`config.mk`:
```
export PLATFORM = sky130hd
export DESIGN_NAME = sac_adc_ctrl
export DESIGN_NICKNAME = d
export VERILOG_FILES = /design/src/sac_pkg.sv /design/src/sac_conv_if.sv /design/src/sac_adc_ctrl.sv /design/src/sac_sar_engine.sv
export SDC_FILE = /design/constraint.sdc
export NUM_CORES = 1
export LEC_CHECK = 0
export ABC_AREA = 1
export BUFFER_PORTS_ARGS = -buffer_cell sky130_fd_sc_hd__buf_2
export CORE_MARGIN = 5
export CORE_UTILIZATION = 40
export DETAILED_ROUTE_END_ITERATION = 10
export SETUP_SLACK_MARGIN = 0.3
export SYNTH_ARGS = -nofsm -noshare
export SYNTH_HDL_FRONTEND = slang
export SYNTH_SLANG_ARGS = --single-unit
```
`constraint.sdc`:
```
create_clock -name clk -period 2.1 [get_ports clk]
set_input_delay 0.105 -clock clk [delete_from_list [all_inputs] [get_ports clk]]
set_output_delay 0.105 -clock clk [all_outputs]
set_load 0.01 [all_outputs]
```
`src/sac_pkg.sv`:
```
package sac_pkg;

  // ************************************************************
  // Resolution and conversion timing.
  // ************************************************************
  localparam int RES_BITS = 12;
  localparam int TICKS_PER_CONV = 16;
  localparam int SAMPLE_TICKS = 1;
  localparam int TAIL_TICKS = TICKS_PER_CONV - SAMPLE_TICKS - RES_BITS;
  localparam logic [3:0] MSB_IDX = 4'hb;
  localparam logic [3:0] LSB_IDX = 4'h0;
  localparam logic [3:0] TAIL_LAST = 4'(TAIL_TICKS - 1);
  localparam logic [RES_BITS-1:0] CODE_RESET = 12'h000;

  // ************************************************************
  // Clock rates and derived counts.
  // ************************************************************
  localparam int SYS_CLK_KHZ = 25000;
  localparam int SYS_CLK_PERIOD_NS = 40;
  localparam int CONV_CLK_MAX_KHZ = 16000;
  localparam int CONV_DIV = (SYS_CLK_KHZ + CONV_CLK_MAX_KHZ - 1) / CONV_CLK_MAX_KHZ;
  localparam logic [3:0] DIV_LAST = 4'(CONV_DIV - 1);
  localparam int READY_WAIT_NS = 10000;
  localparam int READY_WAIT_CYC = (READY_WAIT_NS + SYS_CLK_PERIOD_NS - 1) / SYS_CLK_PERIOD_NS;
  localparam logic [8:0] WAIT_LAST = 9'(READY_WAIT_CYC - 1);

  typedef enum logic [1:0] {SAC_IDLE, SAC_SAMPLE, SAC_BITS, SAC_TAIL} sac_state_t;

  // One-hot mask of a result bit.
  function automatic logic [RES_BITS-1:0] sacBitMask(input logic [3:0] idx);
    sacBitMask = 12'h001 << idx;
  endfunction

endpackage

```
`src/sac_conv_if.sv`:
```
`timescale 1ns/1ps
interface sac_conv_if;
  logic en;
  logic start;
  logic tick;
  logic cmp;
  logic busy;
  logic done;
  logic [11:0] code;
  modport ctrl (output en, output start, output tick, output cmp,
                input busy, input done, input code);
  modport eng (input en, input start, input tick, input cmp,
               output busy, output done, output code);
endinterface

```
`src/sac_adc_ctrl.sv`:
```
`timescale 1ns/1ps
// Function
// - Twelve-bit search, top bit first, bottom last.
// - Conversion clock sixteen per sample, at most 16 MHz.
// - Full resolution at the highest sample rate.
// - Start by software bit or frame-start trigger.
// - Continuous mode repeats without the trigger once one trigger starts it.
// - No start before the ready wait elapses.
// - Completion sets status and frame-end output.
// - Frame-end holds until the result is read.
// - Frame-end usable for interrupt or DMA request.
// - Mode bit selects continuous or one per trigger.
// - DMA moves continuous results without CPU help.
module sac_adc_ctrl
  import sac_pkg::*;
(
  input wire logic clk,
  input wire logic sys_rst,
  input wire logic clkEn,
  input wire logic swStart,
  input wire logic frameStart,
  input wire logic oneShot,
  input wire logic wakeUp,
  input wire logic cmpIn,
  input wire logic resultRead,
  output logic [RES_BITS-1:0] dacCode,
  output logic [RES_BITS-1:0] result,
  output logic convBusy,
  output logic doneStatus,
  output logic frameEnd,
  output logic adcReady
);

  sac_conv_if cv ();

  logic [3:0] divQ;
  logic [8:0] waitQ;
  logic readyQ;
  logic runQ;
  logic trig;
  logic startNow;
  logic [RES_BITS-1:0] resultQ;
  logic doneQ;
  logic eofQ;

  // ************************************************************
  // Conversion clock enable.
  // ************************************************************
  always_ff @(posedge clk or posedge sys_rst) begin
    if (sys_rst) begin
      divQ <= 4'h0;
    end else if (clkEn) begin
      divQ <= (divQ == DIV_LAST) ? 4'h0 : divQ + 4'h1;
    end
  end

  assign cv.en = clkEn;
  assign cv.tick = (divQ == DIV_LAST);
  assign cv.cmp = cmpIn;

  // ************************************************************
  // Power-up and wake wait.
  // ************************************************************
  always_ff @(posedge clk or posedge sys_rst) begin
    if (sys_rst) begin
      waitQ <= 9'h000;
      readyQ <= 1'b0;
    end else if (clkEn) begin
      if (wakeUp) begin
        waitQ <= 9'h000;
        readyQ <= 1'b0;
      end else if (!readyQ) begin
        if (waitQ == WAIT_LAST) begin
          readyQ <= 1'b1;
        end else begin
          waitQ <= waitQ + 9'h001;
        end
      end
    end
  end

  // ************************************************************
  // Start sources and mode.
  // ************************************************************
  assign trig = swStart | frameStart;
  assign startNow = clkEn && readyQ && !cv.busy && (trig || (runQ && !oneShot));
  assign cv.start = startNow;

  always_ff @(posedge clk or posedge sys_rst) begin
    if (sys_rst) begin
      runQ <= 1'b0;
    end else if (clkEn) begin
      if (oneShot || wakeUp || !readyQ) begin
        runQ <= 1'b0;
      end else if (trig) begin
        runQ <= 1'b1;
      end
    end
  end

  // ************************************************************
  // Result, status and frame-end.
  // ************************************************************
  always_ff @(posedge clk or posedge sys_rst) begin
    if (sys_rst) begin
      resultQ <= CODE_RESET;
    end else if (clkEn && cv.done) begin
      resultQ <= cv.code;
    end
  end

  always_ff @(posedge clk or posedge sys_rst) begin
    if (sys_rst) begin
      doneQ <= 1'b0;
      eofQ <= 1'b0;
    end else if (clkEn) begin
      if (cv.done) begin
        doneQ <= 1'b1;
        eofQ <= 1'b1;
      end else if (resultRead) begin
        doneQ <= 1'b0;
        eofQ <= 1'b0;
      end
    end
  end

  always_ff @(posedge clk or posedge sys_rst) begin
    if (sys_rst) begin
      dacCode <= CODE_RESET;
      convBusy <= 1'b0;
    end else if (clkEn) begin
      dacCode <= cv.code;
      convBusy <= cv.busy || startNow;
    end
  end

  assign result = resultQ;
  assign doneStatus = doneQ;
  assign frameEnd = eofQ;
  assign adcReady = readyQ;

  sac_sar_engine u_engine (
    .clk(clk),
    .sys_rst(sys_rst),
    .cv(cv)
  );

  // ************************************************************
  // Enabled cycles from an accepted start to its completion.
  // ************************************************************
  logic [5:0] convCyc;
  always_ff @(posedge clk or posedge sys_rst) begin
    if (sys_rst) begin
      convCyc <= 6'h00;
    end else if (clkEn) begin
      if (startNow) begin
        convCyc <= 6'h01;
      end else if (cv.busy && convCyc != 6'h3f) begin
        convCyc <= convCyc + 6'h01;
      end
    end
  end
endmodule

```
`src/sac_sar_engine.sv`:
```
`timescale 1ns/1ps
module sac_sar_engine
  import sac_pkg::*;
(
  input wire logic clk,
  input wire logic sys_rst,
  sac_conv_if.eng cv
);

  sac_state_t stateQ;
  logic [3:0] idxQ;
  logic [RES_BITS-1:0] codeQ;
  logic doneQ;

  assign cv.busy = (stateQ != SAC_IDLE);
  assign cv.done = doneQ;
  assign cv.code = codeQ;

  // ************************************************************
  // Binary search from the top bit down to bit zero.
  // ************************************************************
  always_ff @(posedge clk or posedge sys_rst) begin
    if (sys_rst) begin
      stateQ <= SAC_IDLE;
      idxQ <= 4'h0;
      codeQ <= CODE_RESET;
      doneQ <= 1'b0;
    end else if (cv.en) begin
      doneQ <= 1'b0;
      unique case (stateQ)
        SAC_IDLE: begin
          if (cv.start) begin
            stateQ <= SAC_SAMPLE;
            codeQ <= CODE_RESET;
          end
        end
        SAC_SAMPLE: begin
          if (cv.tick) begin
            stateQ <= SAC_BITS;
            idxQ <= MSB_IDX;
            codeQ <= sacBitMask(MSB_IDX);
          end
        end
        SAC_BITS: begin
          if (cv.tick) begin
            codeQ <= cv.cmp ? codeQ : (codeQ & ~sacBitMask(idxQ));
            if (idxQ == LSB_IDX) begin
              stateQ <= SAC_TAIL;
              idxQ <= 4'h0;
            end else begin
              idxQ <= idxQ - 4'h1;
              codeQ <= (cv.cmp ? codeQ : (codeQ & ~sacBitMask(idxQ)))
                       | sacBitMask(idxQ - 4'h1);
            end
          end
        end
        SAC_TAIL: begin
          if (cv.tick) begin
            if (idxQ == TAIL_LAST) begin
              stateQ <= SAC_IDLE;
              doneQ <= 1'b1;
            end else begin
              idxQ <= idxQ + 4'h1;
            end
          end
        end
      endcase
    end
  end

  // ************************************************************
  // Checks.
  // ************************************************************
  logic [4:0] tickCnt;
  always_ff @(posedge clk or posedge sys_rst) begin
    if (sys_rst) begin
      tickCnt <= 5'h00;
    end else if (cv.en && cv.start && stateQ == SAC_IDLE) begin
      tickCnt <= 5'h00;
    end else if (cv.en && cv.tick && stateQ != SAC_IDLE) begin
      tickCnt <= tickCnt + 5'h01;
    end
  end
endmodule

```
==> results of run 1 <==
[timing repair]
action                                 CTS  global route
endpoints found under the hold margin   23             0
pin swaps                                0             2
setup endpoints to repair               14            18
cloned                                   1             1
buffers inserted                         0             4
hold buffers                             1             0
gates resized for setup                  3             9
[synth_stat cells]
cell type,number
inv_2,4
clkinv_1,1
o21ai_2,5
nand2_2,7
xor2_1,2
buf_4,1
buf_2,1
nand4_2,1
nand3b_1,2
nand3_1,37
clkbuf_1,4
nand4_1,2
o21ai_1,11
o21ai_0,54
dfrtp_1,60
nand2_1,116
nor3_4,1
ha_1,14
inv_4,1
xnor2_1,1
inv_1,46
nand3_2,2
buf_6,6
a21oi_1,2
a31oi_1,1
nor2_1,25
nor2_2,2
nor2_4,2
nor3_1,2
[per-layer routing]
layer / routed length (um) / track usage [%] / share of wire [%]
met4: 104 / 6.42 / 1.5
met2: 3110 / 22.7 / 44
met3: 348 / 4.45 / 4.9
met1: 3560 / 21.4 / 50
met5: 0 / 0 / 0
[flip-flops by register name, summed over array words and instances, names as in the netlist]
register and flops:
frameEnd 1, convBusy 1, adcReady 1, divQ 4, dacCode 12, result 12, u_engine.cv.done 1, u_engine.idxQ 4
waitQ 9, runQ 1, u_engine.stateQ 2, u_engine.cv.code 12
[worst max-delay path by stage]
stage,cells past startpoint,endpoint,slack (ns),start
finish,12,u_engine.cv.code[11],0.47,u_engine.idxQ[1]
global route,9,u_engine.idxQ[3],0.30,u_engine.idxQ[0]
CTS,9,u_engine.stateQ[0],0.33,u_engine.idxQ[1]
detailed placement,10,u_engine.cv.code[11],0.23,u_engine.stateQ[0]
global placement,10,u_engine.cv.code[1],0.31,u_engine.stateQ[0]
floorplan,1,adcReady,0.51,sys_rst
[stage by stage]
stage	hold slack, ns	total power, uW	cells
after floorplan	0.261	2650	413
after global placement	0.181	2920	544
after detailed placement	0.197	2940	544
after CTS	0.00851	4300	562
after global routing	0.0471	4780	567
final	0.0120	4410	567
[critical path, delay by kind of cell, from the launching register on]
kind                       cells  cell delay, ns
adders and majority gates      1            0.21
buffers and inverters          2            0.15
DFF                            1            0.47
and+or+nand+nor                9            0.67
[kinds of logic after synthesis]
| logic type | Yosys count |
|---|---|
| buf+inv | 64 |
| xor+xnor | 3 |
| fa+ha+maj | 14 |
| simple gates | 199 |
| compound gates | 73 |
| flops | 60 |
[layout by cell type (no fill, tap or decap), types with 3 or more instances in the layout]
cell and count:
buf_2 36, nor2_1 24, o21ai_2 5, ha_1 10, nand3_1 37, o21ai_0 54
nor2_4 4, inv_1 43, clkbuf_8 10, dfrtp_1 60, o21ai_1 11, nor2_2 3
ha_2 3, nand2_1 116, bufinv_16 3, inv_2 6, buf_4 5, nand2_2 7
[final cells by class]
type,instances,share of cell area (%)
timing repair buffer,43,6.44
multi-input combinational,291,39.5
inverter,52,5.20
clock buffer,10,3.58
clock inverter,6,2.89
sequential,60,39.0
tap,105,3.41
[where the power goes]
part	internal, uW	total [uW]	switching, uW
logic	547	1620	1070
registers	1320	1490	176
clock network	820	1300	481
total	2680	4410	1730
==> impl_metrics.toml, run 1 <==
[finish]
final_area_sq_mm = 0.00385
drive_above_1_share_pct = 20.1
nFillCells = 838
multi_input_area_sq_mm = 0.00152
num_antenna_cells = 0
fin_util_pct = 47.6
fin_nets = 480
regArea_sq_mm = 0.00150
area_growth_pct = 18.0

[worst_setup_path]
crit_fanout = 9
cp.required_ns = 2.33
end_kind = "flip-flop"
worstReg2RegEnd = "u_engine.cv.code[11]"
rrSetupSlack_ns = 0.47
critPathKind = "flip-flop to flip-flop"
arrival_ns = 1.86
reg2reg_from = "u_engine.idxQ[1]"
rr_worst_depth = 12
startpoint_type = "flip-flop"
slowest_delay_ns = 0.47
crit_path_frequent_cell = "nand2_1"
worstPathCellList = "inv_2 -> ha_1 -> inv_1 -> nand2_1 -> nand2_2 -> nor2_1 -> nand2_1 -> nand2_1 -> nand2_1 -> nand2_1 -> nand2_1 -> nand2_1"
crit_slowest_cell = "dfrtp_1"

[sta]
worstMarginPinSlew_ns = 0.755
setup_viol = 0
slew_viol_final = 0
setup-tns-final_ns = 0
clock-skew-final_ns = 0.00592
slew_headroom_pct = 49.6
rsz0062_at_grt = "no"
post-route-period-util_pct = 77.5
period_needed_ns = 1.63
hold_viol_final = 0
worst_slack_ns = 0.472
fmax_mhz = 614

[placement]
gp_congestion = 0.858
portBuffers = 36
dp_hpwl_um = 4940
placed_cell_area_sq_mm = 0.00350
pre_cts_ws_ns = 0.230

[routing]
antenna_left = 0
drt_pass1_iterations = 4
viasPerCell = 4.89
drt_wl_total_um = 7120
drt_iter0_drc = 105
wire_per_inst_um = 12.6
vias = 2772
route.detailed.drc = 0

[worst_hold_path]
whs_path_depth = 4
hp-start = "resultRead"
hold_path_end = "frameEnd"
min_path_type = "primary input to flip-flop"

[clock_network]
clock_latency_ns = 0.34
clockBufferDepth = 2
cts_max_level = 3
clock-sinks = 60
cts_buffers = 9
clk_transition_reported_paths_ns = 0.07
root_buffer = "clkbuf_8"
cts_tree = "built"

[logic_synthesis]
synth_area_per_cell_sq_um = 7.89
synthAdderAreaFrac_pct = 5.37
synth_seq_cells = 60
synth_top_family_by_area = "simple AND/OR/NAND/NOR gates"
synth_compound_area_share_pct = 11.8
synth_area_leaders = "dfrtp_1, nand2_1, o21ai_0"
synth_xor_area_share_pct = 0.806
synth_nets = 436
synth_top_area_share_pct = 46.0
synth_area_leader_cell = "dfrtp_1"
netlist_instances = 413
yosysWarnings = 0
netlist_area_sq_mm = 0.00326
synthMuxAreaShare_pct = 0
yosysSeqAreaShare_pct = 46.0
yosysUniqueCellTypes = 29
yosys.area_share.simple_pct = 27.0

[run_status]
status = "finished, final reports clean"

[global_routing]
antenna_found_initial = 0
grt_pass1_wl_um = 12500
overflow = 0
grt_pass1_vias = 2665
grt_use_total_pct = 15.5
grt_max_degree = 38

[job]
cap_violations = 0

[die]
die_h_um = 100
start_util_pct = 40.3
coreArea_sq_mm = 0.00809
num_rows = 33
dieArea_sq_mm = 0.0101
num_io_pins = 37
die_w_um = 100

[pwr]
vdd_ir_drop_max_mv = 0.398
p_leak_uw = 0.00195
power_density_mw_per_mm2 = 1150
No activity file was read; power rests on OpenSTA's default activity.
==> run 2, diff against run 1 <==
--- a/config.mk
+++ b/config.mk
@@ -5,7 +5,7 @@
 export SDC_FILE = /design/constraint.sdc
 export NUM_CORES = 1
 export LEC_CHECK = 0
-export ABC_AREA = 1
+export ABC_AREA = 0
 export BUFFER_PORTS_ARGS = -buffer_cell sky130_fd_sc_hd__buf_2
 export CORE_MARGIN = 5
 export CORE_UTILIZATION = 40
==> constraint.sdc (replaced) <==
create_clock -name clk -period 1.57 [get_ports clk]
set_input_delay 0.0785 -clock clk [delete_from_list [all_inputs] [get_ports clk]]
set_output_delay 0.0785 -clock clk [all_outputs]
set_load 0.01 [all_outputs]
==> run 2 against run 1 <==
The flow now finishes with violations (setup timing). Clock skew up 0.0013 ns. Flip-flop and latch count unchanged. Synthesized cell count down 26%. Count of clock-buffer cells in the layout up 1. Maximum frequency down 1.8%. Register-to-register slack worse by 0.56 ns. Synthesized area down 3.1%. First-iteration DRC count down 27%. Global-route usage up 1.4 points.
==> impl_metrics.toml, run 2 <==
[run_status]
status = "finished with violations"
violations = "setup timing"

[routing]
antenna_left = 0
viasPerCell = 5.27
drt_iter0_drc = 77
wire_per_inst_um = 16.1
route.detailed.drc = 0
vias = 2697
drt_pass1_iterations = 4
drt_wl_total_um = 8220

[worst_setup_path]
end_kind = "flip-flop"
crit_slowest_cell = "dfrtp_2"
slowest_delay_ns = 0.45
worstPathCellList = "buf_6 -> ha_2 -> nor2b_2 -> o21ai_2 -> a211oi_4 -> buf_6 -> nand2_2 -> o21ai_1"
arrival_ns = 1.93
startpoint_type = "flip-flop"
crit_path_frequent_cell = "buf_6"
path_delay_family = "flip-flops"
crit_fanout = 5
critPathKind = "flip-flop to flip-flop"
cp.required_ns = 1.84
cp.buffers_inverters = 2

[finish]
drive_above_1_share_pct = 54.6
final_common_cell = "dfrtp_1"
most-common-layout-cells = "dfrtp_1, buf_4, buf_2, mux2_2, nand2_1"
num_antenna_cells = 0
fin_util_pct = 59.4
fin_nets = 428
nFillCells = 630
area_growth_pct = 45.3
multi_input_area_sq_mm = 0.00194
final_area_sq_mm = 0.00459
regArea_sq_mm = 0.00151
instances_no_fill = 512

[die]
num_io_pins = 37
start_util_pct = 40.9
num_rows = 32
die_w_um = 98.9
dieArea_sq_mm = 0.00978
die_h_um = 98.9
coreArea_sq_mm = 0.00773

[global_routing]
grt_max_degree = 43
grt_pass1_vias = 2664
grt_use_total_pct = 16.9
grt_pass1_wl_um = 13200
antenna_found_initial = 0
overflow = 0

[logic_synthesis]
netlist_area_sq_mm = 0.00316
yosysWarnings = 0
netlist_instances = 304
yosysSeqAreaShare_pct = 47.5
ys.flop_type = "dfrtp_1"
synth_common_cells = "dfrtp_1, mux2_2, nand2_1"
synth_seq_cells = 60
synthArstFlopShare_pct = 100
synth_area_leader_cell = "dfrtp_1"
yosysUniqueCellTypes = 51
synth_edf_count = 0
synth_area_per_cell_sq_um = 10.4
synth_nets = 327
synth_area_leaders = "dfrtp_1, mux2_2, ha_1"
synth.most_common_cell = "dfrtp_1"
synth_top_area_share_pct = 47.5

[sta]
slew_headroom_pct = 66.7
worstMarginPinSlew_ns = 0.499
clock-skew-final_ns = 0.00726
period_needed_ns = 1.66
setup_viol = 18
fmax_mhz = 603
fin_hold_ws_ns = 0.123
worst_slack_ns = -0.0873
hold_viol_final = 0
rsz0062_at_grt = "yes"
post-route-period-util_pct = 106
slew_viol_final = 0

[placement]
dp.cells = 468
dp_hpwl_um = 5230
placed_cell_area_sq_mm = 0.00382
gp_congestion = 0.855
portBuffers = 36

[clock_network]
clock_latency_ns = 0.35
clk_transition_reported_paths_ns = 0.07
root_buffer = "clkbuf_8"
clockBufferDepth = 2
clock-sinks = 60
cts_tree = "built"
cts_buffers = 9
cts_max_level = 3

[pwr]
vdd_ir_drop_max_mv = 0.834
power.total_uw = 7040
p_leak_uw = 0.00220
power_density_mw_per_mm2 = 1530

[worst_hold_path]
min_path_type = "primary input to flip-flop"

[job]
cap_violations = 0
[run 2: metal layers]
layer / GRT usage, % / wire length [um]
met5: 0 / 0
met4: 5.46 / 125
met3: 4.67 / 327
met2: 26.2 / 4090
met1: 22.8 / 3680
[run 2: worst paths after layout]
kind,start,endpoint,slack (ns),cells after the start
setup / recovery,u_engine.stateQ[0],u_engine.cv.code[9],-0.09,8
hold / removal,oneShot,runQ,0.12,3
setup reg to reg,u_engine.stateQ[0],u_engine.cv.code[9],-0.09,8
hold reg to reg,convBusy,convBusy,0.48,1
max in group asynchronous,sys_rst,u_engine.cv.code[5],0.71,4
min in group asynchronous,sys_rst,waitQ[4],0.31,3
[run 2: final cells by class]
class / instances / share of cell area (%)
Multi-Input combinational cell: 216 / 42.3
Sequential cell: 60 / 32.9
Timing Repair Buffer: 105 / 17.1
Clock buffer: 11 / 3.08
Tap cell: 102 / 2.78
Inverter: 13 / 1.25
Clock inverter: 5 / 0.600
[run 2: stage by stage]
| step | setup slack (ns) | TNS (ns) |
|---|---|---|
| after global placement | -0.0964 | -0.861 |
| final | -0.0873 | -0.885 |
| after global routing | -0.157 | -2.14 |
| after detailed placement | -0.117 | -1.33 |
| after floorplan | 0.0124 | 0 |
| after CTS | -0.0804 | -0.637 |
[run 2: kinds of logic (layout without fill, tap and decap cells)]
kind of cell	after synthesis	count (layout)	share of synthesized area, %
AOI/OAI and AO/OA	88	88	18.6
and+or+nand+nor	81	81	13.2
DFF	60	60	47.5
muxes	30	30	10.5
buffers and inverters	28	134	3.84
adders and majority gates	14	14	5.54
xor gates and xnor gates	3	3	0.832
[run 2: repair_timing]
item,CTS,global route
pin swaps,30,18
resized for setup,48,50
setup endpoints to repair,29,29
hold buffers,2,0
endpoints found under the hold margin,19,0
buffers inserted,18,8
[run 2: worst reg2reg max path, delay by kind of cell, from the launching register on]
| family | cells | cell delay, ns |
|---|---|---|
| DFF | 1 | 0.45 |
| AOI/OAI and AO/OA | 3 | 0.44 |
| buffers and inverters | 2 | 0.30 |
| and+or+nand+nor | 2 | 0.22 |
| adders and majority gates | 1 | 0.18 |
[run 2: power breakdown]
part | switching, uW | total (uW) | internal, uW | leakage [uW]
Clock | 632 | 1240 | 604 | 0.0000889
Combinational | 1900 | 3770 | 1870 | 0.00130
Sequential | 255 | 2030 | 1780 | 0.000805
==> run 3, diff against run 2 <==
--- a/config.mk
+++ b/config.mk
@@ -6,8 +6,9 @@
 export NUM_CORES = 1
 export LEC_CHECK = 0
 export ABC_AREA = 0
+export ABC_CLOCK_PERIOD_IN_PS = 1570
 export BUFFER_PORTS_ARGS = -buffer_cell sky130_fd_sc_hd__buf_2
-export CORE_MARGIN = 5
+export CORE_MARGIN = 2
 export CORE_UTILIZATION = 40
 export DETAILED_ROUTE_END_ITERATION = 10
 export SETUP_SLACK_MARGIN = 0.3
==> run 3 against run 2 <==
The run still ends with setup timing left. Critical path depth down 2. Sequential power down 2%. Non-clock buffer count down 3. Setup slack better by 0.0065 ns. Via count down 0.33%. Power up 5.1%. Worst hold slack worse by 0.022 ns. Critical path type unchanged. Largest cell class unchanged. Largest power group unchanged.
==> impl_metrics.toml, run 3 (synthesized netlist as in run 2, its figures left out) <==
[sta]
rsz0062_at_grt = "yes"
fmax_mhz = 606
slew_viol_final = 0
hold_viol_final = 0
worstMarginPinSlew_ns = 0.376
setup_viol = 15
worst_slack_ns = -0.0808
period_needed_ns = 1.65
post-route-period-util_pct = 105
clock-skew-final_ns = 0.0109
slew_headroom_pct = 74.8
fin_hold_ws_ns = 0.101

[die]
num_rows = 32
start_util_pct = 41.1
coreArea_sq_mm = 0.00769
dieArea_sq_mm = 0.00862
num_io_pins = 37
die_w_um = 92.9
die_h_um = 92.9

[global_routing]
grtUsageMet1_pct = 25.8
antenna_found_initial = 0
grt_max_degree = 61
overflow = 0
grt_use_met2_pct = 31.3
busiest_layer = "met2"
grt_use_total_pct = 19.4
grt_use_met3_pct = 3.34
grt_pass1_vias = 2673
grt_pass1_wl_um = 13100

[pwr]
clockPowerShare_pct = 23.7
p_leak_uw = 0.00218
power.switching_uw = 2760
seqPwrFrac_pct = 26.8
switching_share_pct = 37.3
combPwrFrac_pct = 49.4
vdd_ir_drop_max_mv = 0.826
internal_power_uw = 4640
power_density_mw_per_mm2 = 1600

[clock_network]
clock-sinks = 60
clockBufferDepth = 2
root_buffer = "clkbuf_8"
clk_transition_reported_paths_ns = 0.07
clock_latency_ns = 0.34
cts_buffers = 9
cts_max_level = 3
cts_tree = "built"

[worst_hold_path]
hp-start = "oneShot"
min_path_type = "primary input to flip-flop"
whs_path_depth = 3
hold_path_end = "runQ"

[finish]
regArea_sq_mm = 0.00151
num_antenna_cells = 0
fin_nets = 426
nFillCells = 649
fin_util_pct = 60.2
final_common_cell = "dfrtp_1"
multi_input_area_sq_mm = 0.00194
area_growth_pct = 46.4
drive_above_1_share_pct = 53.2
most-common-layout-cells = "dfrtp_1, buf_4, buf_2, mux2_2, o21ai_1"

[worst_setup_path]
critPathKind = "flip-flop to flip-flop"
path_delay_family = "compound AO/OA/AOI/OAI gates"
crit_slowest_cell = "dfrtp_2"
startpoint_type = "flip-flop"
rr_worst_depth = 6
end_kind = "flip-flop"
startpoint = "u_engine.stateQ[0]"
crit_fanout = 7
arrival_ns = 1.86
worstPathCellList = "inv_4 -> ha_4 -> buf_6 -> a221oi_4 -> o211ai_1 -> mux2i_1"
cp.required_ns = 1.77
worstReg2RegEnd = "u_engine.stateQ[1]"
reg2reg_from = "u_engine.stateQ[0]"
rrSetupSlack_ns = -0.08
slowest_delay_ns = 0.44
cp.buffers_inverters = 2

[routing]
vias = 2688
drt_wl_total_um = 7880
viasPerCell = 5.27
drt_iter0_drc = 130
wire_per_inst_um = 15.4
drt_pass1_iterations = 4
route.detailed.drc = 0
antenna_left = 0

[placement]
portBuffers = 36
pre_cts_ws_ns = -0.124
gp_congestion = 0.880
dp_hpwl_um = 4980

[run_status]
status = "finished with violations"
violations = "setup timing"

[job]
cap_violations = 0
run 3: changes by cell type in the layout (fill, tap and decap cells not counted), sizes merged:
cell	change
buf	-3
a21o	+1
clkbuf	-1
clkinv	-2
bufinv	+3
run 3: repair_timing:
action	in CTS	in global routing
hold endpoints to repair	61	0
resized for setup	55	35
buffers inserted	19	6
hold buffers	2	0
endpoints found under the setup margin	29	29
cloned	1	0
pin swaps	27	21
run 3: layout make-up:
cell class | count | area share [%]
multi-input combinational | 217 | 41.9
sequential | 60 | 32.6
timing repair buffer | 102 | 16.1
clock buffer | 10 | 2.98
tap | 102 | 2.76
clock inverter | 6 | 2.41
inverter | 13 | 1.19
run 3: through the flow:
step,std cells,power [uW],TNS [ns],instance area [sq um]
2_1_floorplan,304,3700,0,3250
3_3_place_gp,466,4790,-0.590,3790
3_5_place_dp,466,4820,-0.963,3790
4_1_cts,504,7050,-0.184,4440
5_1_grt,510,7870,-2.13,4630
6_report,510,7400,-0.673,4630
run 3: worst min-delay path, stage by stage:
cell and delay [ns]:
buf_2 0.09, nor3b_1 0.04, o22a_1 0.19
run 3: power by group through the flow:
stage                     logic, uW  registers (uW)  clock network [uW]
after floorplan                1690            2020                   0
after global placement         2800            1980                   0
after detailed placement       2830            1990                   0
after CTS                      3280            1980                1790
after global routing           3990            2020                1860
final                          3660            1990                1760
run 3: worst max path at each step:
stage               depth (start not counted)                    to  slack (ns)
floorplan                                   7      u_engine.idxQ[3]        0.01
global placement                            5   u_engine.cv.code[6]       -0.06
detailed placement                          7  u_engine.cv.code[11]       -0.12
CTS                                         6    u_engine.stateQ[1]       -0.04
global route                                6    u_engine.stateQ[0]       -0.21
finish                                      6    u_engine.stateQ[1]       -0.08
run 3: layer usage:
metal | up-vias | part of all wire, %
li1 | 1311 | -
met1 | 1325 | 47
met2 | 40 | 48
met3 | 12 | 2.5
met4 | 0 | 1.8
met5 | - | 0
